**src/hw/lva_regs_map.svh**
```systemverilog
// Offsets, field positions and reset values of the LDO A-setting bank.
// Assumes a 32-bit AHB-Lite slave; byte addresses are index times four.
// ============================================================
`ifndef LVA_REGS_MAP_SVH
`define LVA_REGS_MAP_SVH
`define LVA_IDX_EIGHT      8'hb0
`define LVA_IDX_NINE       8'hb1
`define LVA_IDX_RSVD       8'hb2
`define LVA_SL_BIT         7
`define LVA_RSVD_BIT       6
`define LVA_CODE_MSB       5
`define LVA_RST_BYTE       8'h00
`define LVA_E_FLOOR_CODE   6'h02
`define LVA_E_FLOOR_MV     16'h0384
`define LVA_N_FLOOR_CODE   6'h03
`define LVA_N_FLOOR_MV     16'h03b6
`define LVA_N_TOP_CODE     6'h38
`define LVA_N_TOP_MV       16'h0e10
`define LVA_STEP_MV        16'h0032
`endif

```
**src/hw/lva_pkg.sv**
```systemverilog
// Types shared by the LDO A-setting bank.
// Assumes the map header is compiled alongside.
`default_nettype none
package lva_pkg;
  typedef enum logic [1:0] {
    LVA_HALF_CURRENT = 2'b00,
    LVA_SLEEP        = 2'b01
  } lva_lp_mode_t;
  typedef logic [5:0] lva_code_t;
endpackage
`default_nettype wire

```
**src/hw/lva_decode.sv**
```systemverilog
// Converts a 6-bit voltage code to a millivolt target.
// Assumes floor, step and optional ceiling from the caller.
`timescale 1ns/1ps
`default_nettype none
module lva_decode #(
  parameter logic [5:0]  FLOOR_CODE = 6'h02,
  parameter logic [15:0] FLOOR_MV   = 16'h0384,
  parameter logic [15:0] STEP_MV    = 16'h0032,
  parameter logic        HAS_TOP    = 1'b0,
  parameter logic [5:0]  TOP_CODE   = 6'h3f,
  parameter logic [15:0] TOP_MV     = 16'h0e10,
  parameter logic        ZERO_VOID  = 1'b0
) (
  input  wire logic [5:0]  i_code,
  output logic      [15:0] o_mv,
  output logic             o_valid
);
  logic [15:0] steps;
  always_comb begin
    steps = 16'h0000;
    if (i_code > FLOOR_CODE) begin
      steps = 16'(i_code - FLOOR_CODE);
    end
    o_mv    = 16'(FLOOR_MV + 16'(steps * STEP_MV));
    o_valid = 1'b1;
    if (HAS_TOP && (i_code >= TOP_CODE)) begin
      o_mv = TOP_MV;
    end
    if (ZERO_VOID && (i_code == 6'h00)) begin
      o_valid = 1'b0;
      o_mv    = 16'h0000;
    end
  end
endmodule
`default_nettype wire

```
**src/hw/lva_regs.sv**
```systemverilog
// AHB-Lite register bank with A-setting bytes of two LDOs.
// Assumes a single master, word transfers, zero-wait answers.
//
// Added by the designer: the AHB-Lite slave port.
`include "lva_regs_map.svh"
`timescale 1ns/1ps
`default_nettype none
module lva_regs (
  input  wire logic         i_clk,
  input  wire logic         i_arst_n,
  input  wire logic         i_hsel,
  input  wire logic [31:0]  i_haddr,
  input  wire logic [1:0]   i_htrans,
  input  wire logic         i_hwrite,
  input  wire logic [2:0]   i_hsize,
  input  wire logic [31:0]  i_hwdata,
  input  wire logic         i_hready,
  output logic      [31:0]  o_hrdata,
  output logic              o_hreadyout,
  output logic              o_hresp,
  output lva_pkg::lva_lp_mode_t o_eight_lp_mode,
  output lva_pkg::lva_code_t    o_eight_code,
  output logic      [15:0]  o_eight_mv,
  output lva_pkg::lva_lp_mode_t o_nine_lp_mode,
  output lva_pkg::lva_code_t    o_nine_code,
  output logic      [15:0]  o_nine_mv,
  output logic              o_nine_code_valid
);
  import lva_pkg::*;
  // ============================================================
  // Address phase capture
  logic        wr_pend_r;
  logic [7:0]  wr_idx_r;
  logic [7:0]  ldo_eight_a_setting_r;
  logic [7:0]  ldo_nine_a_setting_r;
  logic [7:0]  a_idx;
  logic        take;
  assign a_idx = i_haddr[9:2];
  assign take  = i_hsel && i_hready && i_htrans[1];
  always_ff @(posedge i_clk or negedge i_arst_n) begin
    if (!i_arst_n) begin
      wr_pend_r <= 1'b0;
      wr_idx_r  <= 8'h00;
    end else begin
      wr_pend_r <= take && i_hwrite;
      wr_idx_r  <= a_idx;
    end
  end
  // ============================================================
  // Storage; reserved bit 6 stored as written
  always_ff @(posedge i_clk or negedge i_arst_n) begin
    if (!i_arst_n) begin
      ldo_eight_a_setting_r <= `LVA_RST_BYTE;
      ldo_nine_a_setting_r  <= `LVA_RST_BYTE;
    end else if (wr_pend_r) begin
      if (wr_idx_r == `LVA_IDX_EIGHT) begin
        ldo_eight_a_setting_r <= i_hwdata[7:0];
      end
      if (wr_idx_r == `LVA_IDX_NINE) begin
        ldo_nine_a_setting_r <= i_hwdata[7:0];
      end
    end
  end
  // ============================================================
  // Read data, registered at address phase; unmapped reads zero
  // Write in its data phase is forwarded, so a pipelined read sees it
  logic [7:0]  eight_view;
  logic [7:0]  nine_view;
  assign eight_view = (wr_pend_r && (wr_idx_r == `LVA_IDX_EIGHT)) ? i_hwdata[7:0] : ldo_eight_a_setting_r;
  assign nine_view  = (wr_pend_r && (wr_idx_r == `LVA_IDX_NINE)) ? i_hwdata[7:0] : ldo_nine_a_setting_r;
  always_ff @(posedge i_clk or negedge i_arst_n) begin
    if (!i_arst_n) begin
      o_hrdata <= 32'h0000_0000;
    end else if (take && !i_hwrite) begin
      case (a_idx)
        `LVA_IDX_EIGHT: o_hrdata <= {24'h000000, eight_view};
        `LVA_IDX_NINE:  o_hrdata <= {24'h000000, nine_view};
        default:        o_hrdata <= 32'h0000_0000;
      endcase
    end
  end
  always_ff @(posedge i_clk or negedge i_arst_n) begin
    if (!i_arst_n) begin
      o_hreadyout <= 1'b1;
      o_hresp     <= 1'b0;
    end else begin
      o_hreadyout <= 1'b1;
      o_hresp     <= 1'b0;
    end
  end
  // ============================================================
  // Mode and code decode
  logic [15:0] e_mv;
  logic [15:0] n_mv;
  logic        n_ok;
  lva_decode #(
    .FLOOR_CODE (`LVA_E_FLOOR_CODE),
    .FLOOR_MV   (`LVA_E_FLOOR_MV),
    .STEP_MV    (`LVA_STEP_MV),
    .HAS_TOP    (1'b0),
    .TOP_CODE   (6'h3f),
    .TOP_MV     (16'h0000),
    .ZERO_VOID  (1'b0)
  ) u_dec_eight (
    .i_code  (ldo_eight_a_setting_r[`LVA_CODE_MSB:0]),
    .o_mv    (e_mv),
    .o_valid ()
  );
  lva_decode #(
    .FLOOR_CODE (`LVA_N_FLOOR_CODE),
    .FLOOR_MV   (`LVA_N_FLOOR_MV),
    .STEP_MV    (`LVA_STEP_MV),
    .HAS_TOP    (1'b1),
    .TOP_CODE   (`LVA_N_TOP_CODE),
    .TOP_MV     (`LVA_N_TOP_MV),
    .ZERO_VOID  (1'b1)
  ) u_dec_nine (
    .i_code  (ldo_nine_a_setting_r[`LVA_CODE_MSB:0]),
    .o_mv    (n_mv),
    .o_valid (n_ok)
  );
  always_ff @(posedge i_clk or negedge i_arst_n) begin
    if (!i_arst_n) begin
      o_eight_lp_mode   <= LVA_HALF_CURRENT;
      o_nine_lp_mode    <= LVA_HALF_CURRENT;
      o_eight_code      <= 6'h00;
      o_nine_code       <= 6'h00;
      o_eight_mv        <= `LVA_E_FLOOR_MV;
      o_nine_mv         <= 16'h0000;
      o_nine_code_valid <= 1'b0;
    end else begin
      o_eight_lp_mode   <= ldo_eight_a_setting_r[`LVA_SL_BIT] ? LVA_SLEEP : LVA_HALF_CURRENT;
      o_nine_lp_mode    <= ldo_nine_a_setting_r[`LVA_SL_BIT] ? LVA_SLEEP : LVA_HALF_CURRENT;
      o_eight_code      <= ldo_eight_a_setting_r[`LVA_CODE_MSB:0];
      o_nine_code       <= ldo_nine_a_setting_r[`LVA_CODE_MSB:0];
      o_eight_mv        <= e_mv;
      o_nine_mv         <= n_mv;
      o_nine_code_valid <= n_ok;
    end
  end
endmodule
`default_nettype wire

```
**config.mk**
```make
export PLATFORM = sky130hd
export DESIGN_NAME = lva_regs
export DESIGN_NICKNAME = d
export VERILOG_FILES = /design/src/hw/lva_pkg.sv /design/src/hw/lva_decode.sv /design/src/hw/lva_regs.sv
export VERILOG_INCLUDE_DIRS = /design/src /design/src/hw
export SDC_FILE = /design/constraint.sdc
export NUM_CORES = 1
export LEC_CHECK = 0
export ABC_AREA = 1
export BUFFER_PORTS_ARGS = -buffer_cell sky130_fd_sc_hd__buf_4
export CORE_MARGIN = 2
export CORE_UTILIZATION = 47
export DETAILED_ROUTE_END_ITERATION = 10
export GPL_ROUTABILITY_DRIVEN = 1
export HOLD_SLACK_MARGIN = 0.15
export PLACE_DENSITY_LB_ADDON = 0.12
export REMOVE_ABC_BUFFERS = 1
export SYNTH_ARGS = -nofsm -noshare
export SYNTH_HDL_FRONTEND = slang
export SYNTH_HIERARCHICAL = 1
export SYNTH_SLANG_ARGS = --single-unit
```
**constraint.sdc**
```tcl
create_clock -name i_clk -period 3.63 [get_ports i_clk]
set_input_delay 0 -clock i_clk [delete_from_list [all_inputs] [get_ports i_clk]]
set_output_delay 0 -clock i_clk [all_outputs]
set_load 0.005 [all_outputs]
```
======== Word-level counts from Yosys, hierarchy flattened ========
Cells that the tools add are included.
word-level totals
  register bits ........................... 104
  latch bits .............................. 0
  bits in writable memories ............... 0
  memory bits (read-only) ................. 0
  bits of input ports ..................... 74
  output and inout bits ................... 83
  logic and storage cells ................. 45
  memories ................................ 0
cells by class
  add/subtract/negate cells ............... 4
  multiply operators ...................... 2
  divide/modulo/power cells ............... 0
  magnitude comparators ................... 3
  eq/ne operators ......................... 4
  shift-type cells ........................ 0
  muxes and demuxes ....................... 10
  bitwise gates (word level) .............. 0
  reductions and logical operators ........ 10
operator list
  operator                                                        number
  2-to-1 mux 16 bit                                               4
  adder 10 x 16 -> 16 bit (first input constant)                  2
  equality test 8 bit (second input constant)                     4
  multiplier 16 x 5 -> 15 bit (second input constant)             2
  2-to-1 mux 8 bit                                                2
  case mux 8 bit (2 select lines)                                 1
  subtractor 6 x 2 -> 7 bit (second input constant)               2
  greater-than comparator 6 x 2 -> 1 bit (second input constant)  2
  >= comparator 6 bit (second input constant)                     1
  logical AND 1 bit                                               6
  logical NOT 6 bit                                               1
  AND reduction 2 bit                                             2
  2-to-1 mux 1 bit                                                3
  logical NOT 1 bit                                               1

======== Depth between registers and ports, before layout ========
  depth after elaboration ................. 6
  mapped depth ............................ 27
  depth with buffers taken out ............ 27

======== Hierarchy ========
The synthesis kept the hierarchy.
modules (own cells, without submodules)
  module                     instances  cells an instance  area an instance (µm²)  sequential area each (µm²)
  lva_regs                   1          261                3007.9                  2006.9
  lva_decode at u_dec_nine   1          207                1372.6                  0.0
  lva_decode at u_dec_eight  1          172                1148.6                  0.0

======== Least setup slack after synthesis ========
OpenSTA, ideal clock, no wires.
  kind .................................... reg-to-reg
  start point ............................. register ldo_eight_a_setting_r[1]
  end point ............................... register o_eight_mv[13]
  setup time .............................. 0.121 ns
  arrival time ............................ 3.580 ns
  data required time ...................... 3.509 ns
  path slack .............................. -0.071 ns
  cell stages (with the launch flop) ...... 23
  buffers on the path ..................... 0
  clock period less this slack ............ 3.701 ns
  path through ............................ dfrtp_1 -> inv_2 -> ha_1 -> nand3_2 -> nand2_1 -> nor3_1 -> ha_1 -> inv_1 -> fa_1 -> fa_1 -> inv_1 -> ha_1 -> nand2_1 -> nor2_1 -> nand2_1 -> nand3_1 -> inv_1 -> nand3_1 -> nand2_1 -> inv_2 -> nand3_4 -> o21bai_1 -> nand2_1
between the ends
  cells in the longest elaborated chain, start to end .. 4
  elaborated cells between the ends (all ways) .. 5
  those cells by class .................... add/sub (2); mul (1); order compare (1); mux (1)
RTL lines
  what                                                                                 line                                RTL
  from (decl)                                                                          lva_regs.sv:34                      logic [7:0] ldo_eight_a_setting_r;
  from (signal assigned)                                                               lva_regs.sv:53                      ldo_eight_a_setting_r <= `LVA_RST_BYTE;
  from (signal assigned)                                                               lva_regs.sv:57                      ldo_eight_a_setting_r <= i_hwdata[7:0];
  subtractor 6 x 2 -> 7 bit or greater-than comparator 6 x 2 -> 1 bit (tied branches)  lva_decode.sv:22, lva_decode.sv:21
  2-to-1 mux 16 bit (*)                                                                lva_decode.sv:21                    if (i_code > FLOOR_CODE) begin
  multiplier 16 x 5 -> 15 bit (*)                                                      lva_decode.sv:24                    o_mv = 16'(FLOOR_MV + 16'(steps * STEP_MV));
  adder 10 x 16 -> 16 bit (*)                                                          lva_decode.sv:24
  named net e_mv[13]                                                                   lva_regs.sv:93                      logic [15:0] e_mv;
  to (signal assigned)                                                                 lva_regs.sv:128                     o_eight_mv <= `LVA_E_FLOOR_MV;
  to (signal assigned)                                                                 lva_regs.sv:136                     o_eight_mv <= e_mv;
  to (decl)                                                                            lva_regs.sv:23                      output logic [15:0] o_eight_mv,
Mark *: on every way through the listed nets, which the timed path passes. The rest lies on a longest branch.
A chain may end at the register's enable or synchronous reset.

======== Final worst setup path ========
  start point ............................. register ldo_nine_a_setting_r[3]
  end point ............................... register o_nine_mv[13]
between the ends
  cells in the longest elaborated chain, start to end .. 6
  elaborated cells between the ends (all ways) .. 9
  those cells by class .................... add/sub (2); mul (1); order compare (2); mux (3); reduce/logical (1)
RTL lines
  what                                                                                 line                                RTL
  from (decl)                                                                          lva_regs.sv:35                      logic [7:0] ldo_nine_a_setting_r;
  from (signal assigned)                                                               lva_regs.sv:54                      ldo_nine_a_setting_r <= `LVA_RST_BYTE;
  from (signal assigned)                                                               lva_regs.sv:60                      ldo_nine_a_setting_r <= i_hwdata[7:0];
  subtractor 6 x 2 -> 7 bit or greater-than comparator 6 x 2 -> 1 bit (tied branches)  lva_decode.sv:22, lva_decode.sv:21
  2-to-1 mux 16 bit                                                                    lva_decode.sv:21
  multiplier 16 x 5 -> 15 bit                                                          lva_decode.sv:24
  adder 10 x 16 -> 16 bit                                                              lva_decode.sv:24
  2-to-1 mux 16 bit                                                                    lva_decode.sv:26                    if (HAS_TOP && (i_code >= TOP_CODE)) begin
  2-to-1 mux 16 bit (*)                                                                lva_decode.sv:29                    if (ZERO_VOID && (i_code == 6'h00)) begin
  named net n_mv[13]                                                                   lva_regs.sv:94                      logic [15:0] n_mv;
  to (signal assigned)                                                                 lva_regs.sv:137                     o_nine_mv <= n_mv;
  to (decl)                                                                            lva_regs.sv:26                      output logic [15:0] o_nine_mv,
Marked as above.

==> impl_metrics.ini <==
[layout]
drive_gt1_share_pct = 39.7
area_growth_pct = 38.6
stdcell_count = 956
antenna_cells = 0
final_nets = 938
final_cell_area_mm2 = 0.00765
utilization_pct = 67.0

[clock_tree]
cts_tree = built
path_clk_slew_ns = 0.06
clock_path_buffers = 2
clockRootBuffer = clkbuf_16
cts_buffers = 9
cts_sinks = 80
clk-insertion-delay-late_ns = 0.34
htreeDepth = 3

[global_routing]
grt_pass1_vias = 4404
grt_pass1_wl_mm = 19.4
grt_usage_pct = 18.9
gr-total-overflow = 0
antenna_found_initial = 0
grt_max_degree = 81

[power_and_ir_drop]
irDropWorstVdd_mv = 0.255
p_per_area_mw_per_mm2 = 300
power_leakage_nw = 4.17
finalPower_mw = 2.29

[placed_design]
post-dp-hpwl_mm = 8.47
placed_area_mm2 = 0.00650
port_buffers = 76
placed_cells = 902
placement.setup.worst_slack_ns = -0.180
gp_congestion = 0.892

[yosys]
syn_avg_cell_area_um2 = 8.65
ys_warn_count = 6
synthCells = 638
synth_area_mm2 = 0.00552

[critical_path]
arrival_ns = 3.84
cp.required_ns = 3.86
startpoint_type = register
crit_fanout = 3
critical_path_class = register to register
critPathCaptureType = register

[detailed_routing]
drc = 0
viasPerCell = 4.68
met1Wirelength_mm = 5.13
ant_nets = 0
via_count = 4471
wl_mm = 12.2
routedWlPerCell_um = 12.7
top_layer = met4
drt_iter0_drc = 141
met2_length_mm = 6.27
wl_met3_um = 487
drtPass1Iterations = 4

[sta]
min_period_ns = 3.61
slew_headroom_pct = 33.8
grt_setup_unrepaired = yes
finalCritPeriodShare_pct = 99.4
fin_skew_ns = 0.00694
fmax_mhz = 277
final-setup-viol-count = 0
holdWs_ns = 0.314
maxSlewViolCount = 0
tns_ns = 0
worst_pin_slew_ns = 0.993
worst_slack_ns = 0.0209
final_hold_viol_count = 0

[floorplanning]
dieHeight_um = 112
die-area_mm2 = 0.0126
start_util_pct = 48.3
core-area_mm2 = 0.0114
num_rows = 39
die_w_um = 112
io_pins = 157

[run_status]
status = completed

[hold_path]
hold_path_class = primary input to register

[flow_run]
maxCapViolations = 0
[power breakdown]
| part | switching, mW | internal (mW) | total, mW |
|---|---|---|---|
| Sequential | 0.0152 | 0.947 | 0.962 |
| Combinational | 0.243 | 0.224 | 0.466 |
| Clock | 0.344 | 0.518 | 0.862 |
| Total | 0.602 | 1.69 | 2.29 |
[metal layers]
layer | vias to the layer above | global-route usage (%)
met1 | 2086 | 23.5
met5 | - | 0
met3 | 25 | 3.13
met2 | 91 | 32.8
li1 | 2269 | -
met4 | 0 | 7.64
[sequential cells by signal, indices dropped and copies added, names as in the netlist, 6 cells and up]
| register | flops |
|---|---|
| o_eight_code | 6 |
| o_nine_mv | 16 |
| ldo_nine_a_setting_r | 8 |
| wr_idx_r | 8 |
| o_nine_code | 6 |
| o_hrdata | 8 |
| o_eight_mv | 16 |
| ldo_eight_a_setting_r | 8 |
[cell type report]
class	count	area, um2
Clock buffer	14	274
Inverter	115	434
Multi-Input combinational cell	437	3420
Tap cell	143	179
Clock inverter	2	12.5
Fill cell	907	3770
Timing Repair Buffer	165	1320
Sequential cell	80	2010
[worst paths after layout]
kind | start | endpoint | slack, ns | depth (start not counted)
min reg2reg | ldo_eight_a_setting_r[7]$_DFFE_PN0P_ | o_eight_lp_mode[0]$_DFF_PN0_ | 0.38 | 0
max reg2reg | ldo_nine_a_setting_r[3]$_DFFE_PN0N_ | o_nine_mv[13]$_DFF_PN0_ | 0.02 | 22
min in group asynchronous | i_arst_n | o_nine_mv[10]$_DFF_PN0_ | 0.36 | 2
min | i_haddr[2] | wr_idx_r[0]$_DFF_PN0_ | 0.31 | 2
max | ldo_nine_a_setting_r[3]$_DFFE_PN0N_ | o_nine_mv[13]$_DFF_PN0_ | 0.02 | 22
max in group asynchronous | i_arst_n | ldo_nine_a_setting_r[1]$_DFFE_PN0N_ | 2.60 | 2
[worst max-delay path: stages, from the launching register on]
cell and delay [ns]:
dfrtp_1 0.40, nor2_4 0.18, buf_6 0.13, nand2_4 0.06
xor2_4 0.15, nor2_4 0.21, ha_4 0.16, fa_1 0.43
fa_1 0.49, ha_4 0.32, nand2_2 0.05, inv_2 0.06
nand2_2 0.07, nand2_2 0.06, nor2_2 0.04, nand3_1 0.07
nand2_2 0.09, nor2_4 0.14, nand2_2 0.08, nor2_4 0.10
nand2_1 0.07, nand2_1 0.07, nor2_2 0.04
[placed cells by master, fill, tap and decap left out, drive strengths merged, types with 4 or more instances in the layout]
cell and n:
xor2 10, nand4 19, dfstp 4, dfrtp 76
conb 30, a31oi 4, nand2 157, inv 115
nor2 50, nand3b 4, nor3 6, o21ai 6
dlygate4sd3 21, buf 144, a21oi 14, and2 16
xnor2 8, nand3 54, clkbuf 14, fa 12
ha 44
[timing repair]
item	4_1_cts	5_1_grt
setup buffers	9	8
hold endpoints to repair	109	0
endpoints found under the setup margin	11	13
resized for setup	21	96
pin swaps	16	49
hold buffers	21	0
No activity file was read; power rests on OpenSTA's default activity.
